--- src/rtl/rte_pkg.sv ---
// package for the tamper edge detection block
package rte_pkg;
   localparam logic [11:0] ADDR_CTRL     = 12'h000;
   localparam logic [11:0] ADDR_STATUS   = 12'h004;
   localparam logic [11:0] ADDR_MASK     = 12'h008;
   localparam logic [11:0] ADDR_PIN      = 12'h00C;
   localparam int          CTRL_EN_BIT   = 0;
   localparam int          CTRL_POL_BIT  = 1;
   localparam int          CTRL_FLT_LSB  = 2;
   localparam int          ST_EVT_BIT    = 0;
   localparam int          ST_SPUR_BIT   = 1;
   localparam logic [1:0]  FLT_EDGE      = 2'h0;
   localparam logic [3:0]  CTRL_RESET    = 4'h0;
   localparam logic [1:0]  STATUS_RESET  = 2'h0;
   localparam logic [1:0]  MASK_RESET    = 2'h0;
   localparam logic        POL_RISING    = 1'h0;
   localparam logic        POL_FALLING   = 1'h1;
endpackage : rte_pkg

--- src/rtl/rte_tamper_edge.sv ---
// tamper pin edge detection with apb registers and interrupt
//
// Operation
// - filter select of zero puts the tamper input in edge detection mode
// - polarity zero detects rising edges, polarity one detects falling edges
// - falling edge mode: disabling with pin high raises a false event
// - falling edge mode: pin already low at enable gives no event
// - rising edge mode: pin already high at enable gives no event
`timescale 1ns/10ps
`default_nettype none
module rte_tamper_edge
   import rte_pkg::*;
(
   input  wire logic        CORE_CLK,
   input  wire logic        RST_N,
   input  wire logic        PSEL,
   input  wire logic        PENABLE,
   input  wire logic        PWRITE,
   input  wire logic [11:0] PADDR,
   input  wire logic [31:0] PWDATA,
   output logic      [31:0] PRDATA,
   output logic             PREADY,
   output logic             PSLVERR,
   input  wire logic        TAMPER_PIN,
   output logic             TAMPER_EVENT,
   output logic             IRQ
);
   logic        pin_s1_r;
   logic        pin_s2_r;
   logic        pin_d_r;
   logic        en_d_r;
   logic [3:0]  ctrl_r;
   logic [3:0]  ctrl_nxt;
   logic [1:0]  status_r;
   logic [1:0]  status_nxt;
   logic [1:0]  mask_r;
   logic [1:0]  mask_nxt;
   logic [31:0] prdata_r;
   logic [31:0] prdata_nxt;
   logic        pready_r;
   logic        pready_nxt;
   logic        pslverr_r;
   logic        pslverr_nxt;
   logic        irq_r;
   logic        irq_nxt;
   logic        evt_r;
   logic        evt_nxt;
   logic        en;
   logic        pol;
   logic        edge_mode;
   logic        rise;
   logic        fall;
   logic        hit;
   logic        spur;
   logic        wr;
   logic        rd;
   logic        acc;
   logic        mapped;
   logic        pin_d_nxt;
   logic        en_d_nxt;

   // pin synchroniser
   always_ff @(posedge CORE_CLK or negedge RST_N) begin
      if (!RST_N) begin
         pin_s1_r <= 1'h0;
         pin_s2_r <= 1'h0;
      end else begin
         pin_s1_r <= TAMPER_PIN;
         pin_s2_r <= pin_s1_r;
      end
   end

   assign en        = ctrl_r[CTRL_EN_BIT];
   assign pol       = ctrl_r[CTRL_POL_BIT];
   assign edge_mode = (ctrl_r[CTRL_FLT_LSB+1:CTRL_FLT_LSB] == FLT_EDGE);
   // previous level is taken even while disabled, so a level present
   // at enable is no edge; rising side likewise gives no event for a high pin
   assign rise = pin_s2_r && !pin_d_r;
   assign fall = !pin_s2_r && pin_d_r;
   assign hit  = en && en_d_r && edge_mode &&
                 ((pol == POL_RISING) ? rise : fall);
   // disabling in falling mode with pin high flags a false event
   assign spur = en_d_r && !en && edge_mode && (pol == POL_FALLING) &&
                 pin_s2_r;

   // first access cycle; the answer follows one edge later
   assign acc    = PSEL && PENABLE && !pready_r;
   assign mapped = (PADDR == ADDR_CTRL) || (PADDR == ADDR_STATUS) ||
                   (PADDR == ADDR_MASK) || (PADDR == ADDR_PIN);
   // writes land on the edge that samples pready high
   assign wr = PSEL && PENABLE && PWRITE && pready_r;
   // read data registered so that it stands while pready is high
   assign rd = acc && !PWRITE;

   // bus side registers
   always_comb begin
      ctrl_nxt    = ctrl_r;
      mask_nxt    = mask_r;
      prdata_nxt  = prdata_r;
      pready_nxt  = acc;
      pslverr_nxt = acc && !mapped;
      if (wr) begin
         if (PADDR == ADDR_CTRL) begin
            ctrl_nxt = PWDATA[3:0];
         end else if (PADDR == ADDR_MASK) begin
            mask_nxt = PWDATA[1:0];
         end
      end
      if (rd) begin
         prdata_nxt = 32'h0000_0000;
         if (PADDR == ADDR_CTRL) begin
            prdata_nxt[3:0] = ctrl_r;
         end else if (PADDR == ADDR_STATUS) begin
            prdata_nxt[1:0] = status_r;
         end else if (PADDR == ADDR_MASK) begin
            prdata_nxt[1:0] = mask_r;
         end else if (PADDR == ADDR_PIN) begin
            prdata_nxt[0] = pin_s2_r;
         end
      end
   end

   always_ff @(posedge CORE_CLK or negedge RST_N) begin
      if (!RST_N) begin
         ctrl_r    <= CTRL_RESET;
         mask_r    <= MASK_RESET;
         prdata_r  <= 32'h0000_0000;
         pready_r  <= 1'h0;
         pslverr_r <= 1'h0;
      end else begin
         ctrl_r    <= ctrl_nxt;
         mask_r    <= mask_nxt;
         prdata_r  <= prdata_nxt;
         pready_r  <= pready_nxt;
         pslverr_r <= pslverr_nxt;
      end
   end

   // event side state
   always_comb begin
      status_nxt = status_r;
      if (wr && (PADDR == ADDR_STATUS)) begin
         status_nxt = status_r & ~PWDATA[1:0];
      end
      // set wins over clear
      if (hit) begin
         status_nxt[ST_EVT_BIT] = 1'h1;
      end
      if (spur) begin
         status_nxt[ST_SPUR_BIT] = 1'h1;
      end
      evt_nxt   = status_nxt[ST_EVT_BIT] | status_nxt[ST_SPUR_BIT];
      irq_nxt   = |(status_nxt & mask_nxt);
      pin_d_nxt = pin_s2_r;
      en_d_nxt  = en;
   end

   always_ff @(posedge CORE_CLK or negedge RST_N) begin
      if (!RST_N) begin
         status_r <= STATUS_RESET;
         irq_r    <= 1'h0;
         evt_r    <= 1'h0;
         pin_d_r  <= 1'h0;
         en_d_r   <= 1'h0;
      end else begin
         status_r <= status_nxt;
         irq_r    <= irq_nxt;
         evt_r    <= evt_nxt;
         pin_d_r  <= pin_d_nxt;
         en_d_r   <= en_d_nxt;
      end
   end

   assign PRDATA       = prdata_r;
   assign PREADY       = pready_r;
   assign PSLVERR      = pslverr_r;
   assign TAMPER_EVENT = evt_r;
   assign IRQ          = irq_r;

   a_edge_mode_gate: assert property (@(posedge CORE_CLK) disable iff (!RST_N)
      !edge_mode |-> !hit) else $error("edge hit outside edge mode");
   a_rise_sets: assert property (@(posedge CORE_CLK) disable iff (!RST_N)
      (en && en_d_r && edge_mode && !pol && rise) |=> status_r[ST_EVT_BIT])
      else $error("rising edge not flagged");
   a_fall_sets: assert property (@(posedge CORE_CLK) disable iff (!RST_N)
      (en && en_d_r && edge_mode && pol && fall) |=> status_r[ST_EVT_BIT])
      else $error("falling edge not flagged");
   a_disable_spur: assert property (@(posedge CORE_CLK) disable iff (!RST_N)
      ($fell(en) && edge_mode && pol && pin_s2_r) |=> status_r[ST_SPUR_BIT])
      else $error("false event on disable missing");
   a_low_no_evt: assert property (@(posedge CORE_CLK) disable iff (!RST_N)
      ($rose(en) && edge_mode && pol && !pin_s2_r && !pin_d_r)
      |=> !$rose(status_r[ST_EVT_BIT]))
      else $error("event for level low at enable");
   a_high_no_evt: assert property (@(posedge CORE_CLK) disable iff (!RST_N)
      ($rose(en) && edge_mode && !pol && pin_s2_r && pin_d_r)
      |=> !$rose(status_r[ST_EVT_BIT]))
      else $error("event for level high at enable");
   a_wrong_pol: assert property (@(posedge CORE_CLK) disable iff (!RST_N)
      (en && en_d_r && edge_mode && !pol && fall)
      |=> !$rose(status_r[ST_EVT_BIT]))
      else $error("falling edge flagged in rising mode");
   a_spur_rising: assert property (@(posedge CORE_CLK) disable iff (!RST_N)
      ($fell(en) && !pol)
      |=> !$rose(status_r[ST_SPUR_BIT]))
      else $error("false event in rising mode");
   a_idle_no_evt: assert property (@(posedge CORE_CLK) disable iff (!RST_N)
      !en_d_r
      |=> !$rose(status_r[ST_EVT_BIT]))
      else $error("event while disabled");
   a_evt_level: assert property (@(posedge CORE_CLK) disable iff (!RST_N)
      ##1 (TAMPER_EVENT == |status_r))
      else $error("event output mismatch");
   a_ctrl_write: assert property (@(posedge CORE_CLK) disable iff (!RST_N)
      (wr && PADDR == ADDR_CTRL)
      |=> (ctrl_r == $past(PWDATA[3:0])))
      else $error("control write lost");
   a_ctrl_hold: assert property (@(posedge CORE_CLK) disable iff (!RST_N)
      !(wr && PADDR == ADDR_CTRL)
      |=> $stable(ctrl_r))
      else $error("control changed without write");
   a_ready_pulse: assert property (@(posedge CORE_CLK) disable iff (!RST_N)
      PREADY
      |=> !PREADY)
      else $error("pready longer than one cycle");
   a_err_unmapped: assert property (@(posedge CORE_CLK) disable iff (!RST_N)
      (PSEL && PENABLE && !PREADY && !mapped)
      |=> PSLVERR)
      else $error("no error on unmapped address");
   a_err_with_ready: assert property (@(posedge CORE_CLK) disable iff (!RST_N)
      PSLVERR
      |-> PREADY)
      else $error("error without pready");
   a_sticky_evt: assert property (@(posedge CORE_CLK) disable iff (!RST_N)
      (status_r[ST_EVT_BIT] && !(wr && PADDR == ADDR_STATUS && PWDATA[0]))
      |=> status_r[ST_EVT_BIT]) else $error("event flag lost");
   a_irq_level: assert property (@(posedge CORE_CLK) disable iff (!RST_N)
      ##1 (IRQ == |(status_r & mask_r))) else $error("irq mismatch");
   a_apb_ready: assert property (@(posedge CORE_CLK) disable iff (!RST_N)
      (PSEL && PENABLE && !pready_r) |=> PREADY) else $error("no pready");
endmodule : rte_tamper_edge
`default_nettype wire

--- config.mk ---
export PLATFORM = sky130hd
export DESIGN_NAME = rte_tamper_edge
export DESIGN_NICKNAME = d
export VERILOG_FILES = /design/src/rtl/rte_pkg.sv /design/src/rtl/rte_tamper_edge.sv
export SDC_FILE = /design/constraint.sdc
export NUM_CORES = 1
export LEC_CHECK = 0
export BUFFER_PORTS_ARGS = -buffer_cell sky130_fd_sc_hd__buf_2
export CAP_MARGIN = 10
export CORE_MARGIN = 2
export CORE_UTILIZATION = 40
export DETAILED_ROUTE_END_ITERATION = 6
export GPL_ROUTABILITY_DRIVEN = 1
export PLACE_DENSITY = 0.8
export SYNTH_ARGS = -nofsm -noshare
export SYNTH_HDL_FRONTEND = slang
export SYNTH_SLANG_ARGS = --single-unit
--- constraint.sdc ---
create_clock -name CORE_CLK -period 2.1 [get_ports CORE_CLK]
set_input_delay 0.42 -clock CORE_CLK [delete_from_list [all_inputs] [get_ports CORE_CLK]]
set_output_delay 0.42 -clock CORE_CLK [all_outputs]
set_load 0.05 [all_outputs]
Word level (Yosys, flattened, before mapping) --
Index checks and enable logic that the tools add are counted.
Storage, ports and cells: ROM bits 0, memories 0, bits in registers 20, bits in writable memories 0, logic and storage cells 61, bits in latches 0
Operators by class: bitwise logic cells 4, equal/unequal tests 3, $add $sub $neg 0, multiply operators 0, div/mod/pow operators 0, reduce and logical (&&, ||, !) cells 29, order comparisons 0, shift-type cells 0, multiplexer cells 13
Operator list (number):
- $eq A12 B4 Y1 const B | 2
- $logic_and A1 B1 Y1 | 16
- $mux W2 | 7
- $eq A12 B3 Y1 const B | 1
- $logic_not A12 Y1 | 1
- $logic_not A1 Y1 | 6
- $mux W1 | 6
- $and A2 B2 Y2 | 2
- $logic_or A1 B1 Y1 | 3
- $logic_not A2 Y1 | 1
- $not A2 Y2 | 1
- $reduce_and A2 Y1 | 1
- $reduce_or A2 Y1 | 1
- $or A1 B1 Y1 | 1

Longest topological paths before layout --
Gate-level depths: netlist of the first run.
depth in word-level cells 8, depth in mapped cells 5, mapped depth without buffers 4

Least setup slack after synthesis of the first run --
Ideal clock, no wire load.
path type register -> register, start register pready_r, in the netlist PREADY, end register irq_r, in the netlist IRQ, arrival 1.703 ns, period minus slack after synthesis 1.839 ns, stages on the path, launching flop included 5, path slack 0.261 ns, cells stage by stage dfrtp_1 nand4_4 o31a_2 a211oi_1 o22ai_1
On the way: word-level cells in the longest chain between the ends 6, elaborated cells on any way between the ends 8, those cells by class 4 x mux; 1 x bitwise; 3 x reduce/logical
RTL lines:
- start, declared | RTL line rte_tamper_edge.sv:40 | logic pready_r;
- start signal, assigned | RTL line rte_tamper_edge.sv:134 | pready_r <= pready_nxt;
- $logic_and A1 B1 Y1 * | RTL line rte_tamper_edge.sv:91 | assign wr = PSEL && PENABLE && PWRITE && pready_r;
- $logic_and A1 B1 Y1 | RTL line rte_tamper_edge.sv:142 | if (wr && (PADDR == ADDR_STATUS)) begin
- $mux W2 | RTL line rte_tamper_edge.sv:142
- $mux W1, on equally long branches | RTL line rte_tamper_edge.sv:146, rte_tamper_edge.sv:149
- $and A2 B2 Y2 * | RTL line rte_tamper_edge.sv:153 | irq_nxt = |(status_nxt & mask_nxt);
- $reduce_or A2 Y1 * | RTL line rte_tamper_edge.sv:153
- net irq_nxt | RTL line rte_tamper_edge.sv:45 | logic irq_nxt;
- end signal, assigned | RTL line rte_tamper_edge.sv:167 | irq_r <= irq_nxt;
- end, declared | RTL line rte_tamper_edge.sv:44 | logic irq_r;
Mark *: on every way through the listed nets, which the timed path passes. The rest lies on a longest branch. A chain may end at the register's enable or synchronous reset.

Final worst setup path of the first run --
start input PADDR[1], end register irq_r, in the netlist IRQ
On the way: word-level cells in the longest chain between the ends 6, elaborated cells on any way between the ends 12, those cells by class 2 x eq/ne; 6 x mux; 1 x bitwise; 3 x reduce/logical
RTL lines:
- start, declared | RTL line rte_tamper_edge.sv:19 | input wire logic [11:0] PADDR,
- $eq A12 B4 Y1 / $eq A12 B3 Y1 (equally long branches) | RTL line rte_tamper_edge.sv:105, rte_tamper_edge.sv:142
- $mux W2 / $logic_and A1 B1 Y1 (equally long branches) | RTL line rte_tamper_edge.sv:105, rte_tamper_edge.sv:142
- $mux W2, on equally long branches | RTL line rte_tamper_edge.sv:103, rte_tamper_edge.sv:142
- $mux W2 (tied with other cells) | RTL line rte_tamper_edge.sv:102 | if (wr) begin
- $and A2 B2 Y2 * | RTL line rte_tamper_edge.sv:153
- $reduce_or A2 Y1 * | RTL line rte_tamper_edge.sv:153
- net irq_nxt | RTL line rte_tamper_edge.sv:45
Marks and branches as above.

==> metrics.txt, run 1 <==
mean post-synth cell area around 11 um^2; vias 808; Pint 480.4 uW; setup TNS 0 ps; Post-CTS Setup Repair Bufs 0; Netlist cell types 33; CTS Buf Count 3; fin crit share 80.36%; Worst R2R End IRQ$_DFF_PN0_; reg2reg setup slack 450 ps; FF-to-FF path depth 4; antenna fix cells 0; Die Wd between 50 and 60 um; RSZ-0062 raised after global routing false; root buf cell clkbuf_4; Cell Rows 19; slowest stage delay, CP ~390 ps; initial antenna violation count 0; Worst-Skew Late Latency 290 ps; Top delay family on crit path simple AND/OR/NAND/NOR gates; clock tree buffer depth 2; # clock sinks 20; pre-CTS setup slack 125.9 ps; drt first-iter violations 5; # DRC 0; Seq pwr share between 50% and 60%; RePlAce Congestion 0.7914; storage element area 500.5 um^2; Switch Pwr 259.1 uW; Post-synth ARST share 100.0%; Seq/Total Area, Yosys 43.38%; Setup-failing EPs final 0; Cell Chain, Critical Path buf_2 -> nor4_1 -> nand3_1 -> buf_4 -> a211oi_1 -> o22ai_1; DRT Pass-1 Iters 4; IO Port Bufs 29; fin crit period 1687 ps; core footprint roughly 2800 um^2; Clock power frac 23.5%; GRT overflow 0; Post-synth EDFFs 0; Reg2Reg Launch Point PREADY$_DFF_PN0_; yosys warns 0; drt wl/cell 11.82 um; worst path arrival time 1850 ps; ys flop type dfrtp_1; CTS tree yes; status completed; area of the multi-input gates about 510 um^2; final antenna-violating net count 0; Max Cap Viol 0; PostCTS Resize Cnt 0; class of the most critical setup path in2reg; CP max-delay cell a211oi_1; Slew Viols, Final 0; WL final ~2000 um; Hold-fix buffers, CTS 0; fin nets 190; Yosys top cell area share 43.38%; Levels on crit path 6; hpwl dp between 1500 and 2000 um; crit path max fanout 3; sw frac a little over a third; flop and latch count out of synthesis 20; worst path required time 2260 ps; final hold viol count 0; final setup margin 412.5 ps; vias in the first global route between 700 and 800; GRT Overall Usage between 10 and 15%; Synth area leader dfrtp_1; die area 3330 um^2; share of layout cells above drive strength 1 28.26%; skew final 5.074 ps; ranking of synthesized cells by area dfrtp_1 43%, buf_4 18%, mux2_1 3.9%, nor4_4 3.7%, nand2_1 3.3%; worst path bufs/invs 2; Die Span Y 57.71 um; pwr dens between 500 and 600 nW/um^2; Via density 4.781; critical path endpoint category flop; worst vdd ir 0.4460 mV; Startpoint Class input port; Lkg Pwr 0.0006919 uW; fmax 0.5926 GHz; Clock transition at path regs 100 ps; Logic pwr share 23.2%; initial core utilization a little over two fifths; IO Pins between 80 and 90; Layout fillers between 200 and 300; HP Class in2async; largest net degree at the start of global routing 21; Area growth, synth to finish 8.460%; Post-Synthesis Cells 107; first-pass GRT wire length roughly 3200 um; Mapped Area 1154 um^2; H-Tree Depth 1
-- power by group through the flow --
stage	Clock (uW)	Sequential, uW	Combinational, uW
3_5_place_dp	0	402	171
4_1_cts	178	394	171
3_3_place_gp	0	401	169
5_1_grt	191	395	181
2_1_floorplan	0	409	167
6_report	174	394	171
-- final cells by class --
class                   count  area share (%)
clock buffers               3           1.800
inverters                   6           1.800
multi-input cells          79           41.10
flip-flops and latches     20           40.00
well taps                  31           3.100
repair buffers             30           12.20
-- synth_stat cells (2+ instances only) --
library cell / count
dfrtp_1: 20
nand2_1: 10
inv_1: 6
mux2_1: 4
nor4_4: 2
nor2_1: 3
mux2i_1: 3
nor3_1: 3
nor4_1: 2
or3_1: 2
nand3_1: 2
nor3b_1: 2
buf_4: 28
-- routing by layer --
metal | part of all wire [%] | GRT usage, %
met4 | 0.35 | 1.661
met1 | 39 | 14.02
met5 | 0 | 0
met3 | 7.8 | 4.241
met2 | 53 | 23.54
-- worst max path at each step --
| stage | from | endpoint |
|---|---|---|
| finish | PADDR[1] | IRQ$_DFF_PN0_ |
| global route | PADDR[1] | IRQ$_DFF_PN0_ |
| CTS | PADDR[5] | IRQ$_DFF_PN0_ |
| detailed placement | PADDR[5] | IRQ$_DFF_PN0_ |
| global placement | PADDR[1] | ctrl_r[1]$_DFFE_PN0P_ |
| floorplan | PREADY$_DFF_PN0_ | IRQ$_DFF_PN0_ |
-- cell families after synthesis --
family,Yosys count,share of synthesized area (%)
AND/OR/NAND/NOR,33,20.06
multiplexers,8,8.785
AO/OA/AOI/OAI,10,6.617
other,1,0.3251
buffers and inverters,35,20.82
flip-flops,20,43.38
-- per-stage QoR --
| step | hold WS (ps) | utilization [%] | instances | area (um^2) | total power (uW) |
|---|---|---|---|---|---|
| floorplan | 124.4 | - | 134 | 1255 | 575.7 |
| global placement | 334.0 | 44.56 | 166 | 1229 | 570.0 |
| detailed placement | 338.1 | 44.56 | 166 | 1229 | 573.2 |
| CTS | 61.70 | 45.37 | 169 | 1251 | 744.0 |
| global route | 78.93 | 45.37 | 169 | 1251 | 766.7 |
| finish | 48.22 | 45.37 | 169 | 1251 | 739.5 |
-- flip-flops by register name (all words and copies together), names as in the netlist, 2 cells and up --
signal and flops:
PRDATA 4, ctrl_r 4, mask_r 2, status_r 2
-- worst reg2reg max path: stages (launching register included) --
cell	delay [ps]
dfrtp_1	470
nand4_4	160
o31a_2	350
a211oi_1	380
o22ai_1	160
-- cell usage in the layout, fill, tap and decap left out, types with 3 or more instances in the layout --
master and instances:
mux2_1 4, conb_1 28, buf_2 29, clkbuf_4 3, nor3_1 3, mux2i_1 3
inv_1 6, nand2_1 10, nor2_1 3, dfrtp_1 20
(Power assumes the default switching activity.)
==> run 2: changes to the inputs <==
--- a/config.mk
+++ b/config.mk
@@ -8,10 +8,10 @@
 export BUFFER_PORTS_ARGS = -buffer_cell sky130_fd_sc_hd__buf_2
 export CAP_MARGIN = 10
 export CORE_MARGIN = 2
-export CORE_UTILIZATION = 40
+export CORE_UTILIZATION = 36
 export DETAILED_ROUTE_END_ITERATION = 6
 export GPL_ROUTABILITY_DRIVEN = 1
-export PLACE_DENSITY = 0.8
+export PLACE_DENSITY = 0.76
 export SYNTH_ARGS = -nofsm -noshare
 export SYNTH_HDL_FRONTEND = slang
 export SYNTH_SLANG_ARGS = --single-unit
==> constraint.sdc (replaced) <==
create_clock -name CORE_CLK -period 1.4 [get_ports CORE_CLK]
set_input_delay 0.28 -clock CORE_CLK [delete_from_list [all_inputs] [get_ports CORE_CLK]]
set_output_delay 0.28 -clock CORE_CLK [all_outputs]
set_load 0.05 [all_outputs]
==> run 2 against run 1 <==
Effect of this change:
- the run now ends with negative setup slack left
- register-to-register slack worse by 430 ps
- sequential share of layout area fell by 5.9 points
- clock-buffer cell count increased by 1
- core utilization grew 2.9 points
- power rose by 59%
- hold slack improved by 34 ps
- flip-flop and latch count unchanged
- global-route usage up 0.28 points
- critical path depth shrank 1
- via count is 8.8% higher
- wire length increased by 17%
- setup slack got worse by 480 ps
- critical endpoint unchanged
- highest routed layer unchanged
==> metrics.txt, run 2 (synthesized netlist as in run 1, its figures left out) <==
Clock transition at path regs 90 ps; Logic pwr share about a quarter; IO Pins 86; class of the most critical setup path in2reg; worst path arrival time 1650 ps; Area growth, synth to finish 27.66%; worst vdd ir 0.4297 mV; antenna fix cells 0; pwr dens 796.2 nW/um^2; Seq pwr share 50.4%; Pint 757.6 uW; status complete, but fails checks; CTS Buf Count 3; violated checks negative setup slack; HP Class in2reg; Clock power frac 24.2%; # clock sinks 20; Cell Rows 20; GRT Overall Usage 12.83%; H-Tree Depth 1; pre-CTS setup slack -406.8 ps; fin nets between 150 and 200; Layout fillers 279; wire length on met1 909 um; largest net degree at the start of global routing 21; worst path required time around 1600 ps; initial antenna violation count 0; Setup-failing EPs final 5; RSZ-0062 raised after global routing true; Via density 4.578; Routed met2 length 1155 um; final hold viol count 0; slowest stage delay, CP 550 ps; Die Wd 60.61 um; sw frac 35.39%; clock tree buffer depth 2; Startpoint Class input port; DRT Pass-1 Iters 4; critical path endpoint category flop; drt wl/cell 12.20 um; GRT overflow 0; IO Port Bufs 29; initial core utilization around 38%; CP max-delay cell or4b_4; vias between 800 and 900; setup TNS -93.51 ps; Cells after DPL ~180; first-pass GRT wire length 3436 um; fin crit share 105.0%; CTS tree yes; die area 3673 um^2; final antenna-violating net count 0; highest metal used met4; WL final between 2000 and 2500 um; Worst-Skew Late Latency 310 ps; most frequent cells in the layout 28 x conb_1, 23 x buf_2, 19 x dfrtp_1; Max Cap Viol 0; worst path bufs/invs 1; Slew Viols, Final 0; Cell Chain, Critical Path buf_6 -> or4b_4 -> nor4_4 -> mux2i_1 -> o22ai_1; skew final 18.92 ps; hpwl dp 1814 um; commonest non-fill, non-tap cell in the layout conb_1; fmax 0.6805 GHz; # DRC 0; post-layout util 48.24%; Top delay family on crit path simple AND/OR/NAND/NOR gates; Switch Pwr 415.0 uW; fin crit period 1469 ps; met3 wire length approximately 250 um; vias in the first global route 775; non-filler cells, final 192; drt first-iter violations 16; core footprint roughly 3100 um^2; RePlAce Congestion 0.8233; Lkg Pwr 0.0007700 uW; root buf cell clkbuf_4; share of layout cells above drive strength 1 40.54%; Die Span Y 60.61 um; final setup margin -69.43 ps; crit path max fanout 2
run 2: changes by cell type in the layout (fill, tap and decap cells not counted), sizes merged:
cell         delta
dlygate4sd3     +1
buf             +8
clkbuf          +1
run 2: power by group through the flow:
stage / registers (uW) / logic, uW / clock network (uW)
finish: 591 / 298 / 283
global route: 592 / 316 / 313
CTS: 592 / 284 / 290
detailed placement: 603 / 277 / 0
global placement: 602 / 272 / 0
floorplan: 613 / 259 / 0
run 2: metrics by stage:
| step | hold WS (ps) | area [um^2] | power [uW] |
|---|---|---|---|
| 2_1_floorplan | -15.59 | 1318 | 872.0 |
| 3_3_place_gp | 229.0 | 1328 | 873.5 |
| 3_5_place_dp | 252.0 | 1328 | 879.7 |
| 4_1_cts | 77.28 | 1379 | 1165 |
| 5_1_grt | 70.80 | 1473 | 1222 |
| 6_report | 81.83 | 1473 | 1173 |
run 2: metal layers:
layer	track usage [%]	vias to the layer above
met5	0	-
met4	4.037	0
met3	5.117	4
met2	22.12	62
met1	14.59	412
li1	-	401
run 2: final cells by class:
type / count / area, um^2 / area share (%)
multi-input combinational: 79 / 603.1 / 40.95
sequential: 20 / 501.7 / 34.07
timing repair buffer: 39 / 264.0 / 17.93
tap: 44 / 55.05 / 3.738
clock buffer: 4 / 26.28 / 1.784
inverter: 6 / 22.52 / 1.529
run 2: final timing paths:
kind	slack, ps	cells past startpoint	start	endpoint
setup / recovery	-70	5	PADDR[10]	IRQ$_DFF_PN0_
hold / removal	80	1	TAMPER_PIN	pin_s1_r$_DFF_PN0_
setup reg to reg	20	4	PREADY$_DFF_PN0_	IRQ$_DFF_PN0_
hold reg to reg	350	0	pin_s1_r$_DFF_PN0_	pin_d_nxt$_DFF_PN0_
max in group asynchronous	640	2	RST_N	PREADY$_DFF_PN0_
min in group asynchronous	430	2	RST_N	pin_d_r$_DFF_PN0_
run 2: repair_timing:
item	in CTS	in global routing
endpoints found under the setup margin	8	12
pin swaps	4	9
hold endpoints to repair	20	0
hold buffers	1	0
gates resized for setup	3	18
buffers inserted	0	3
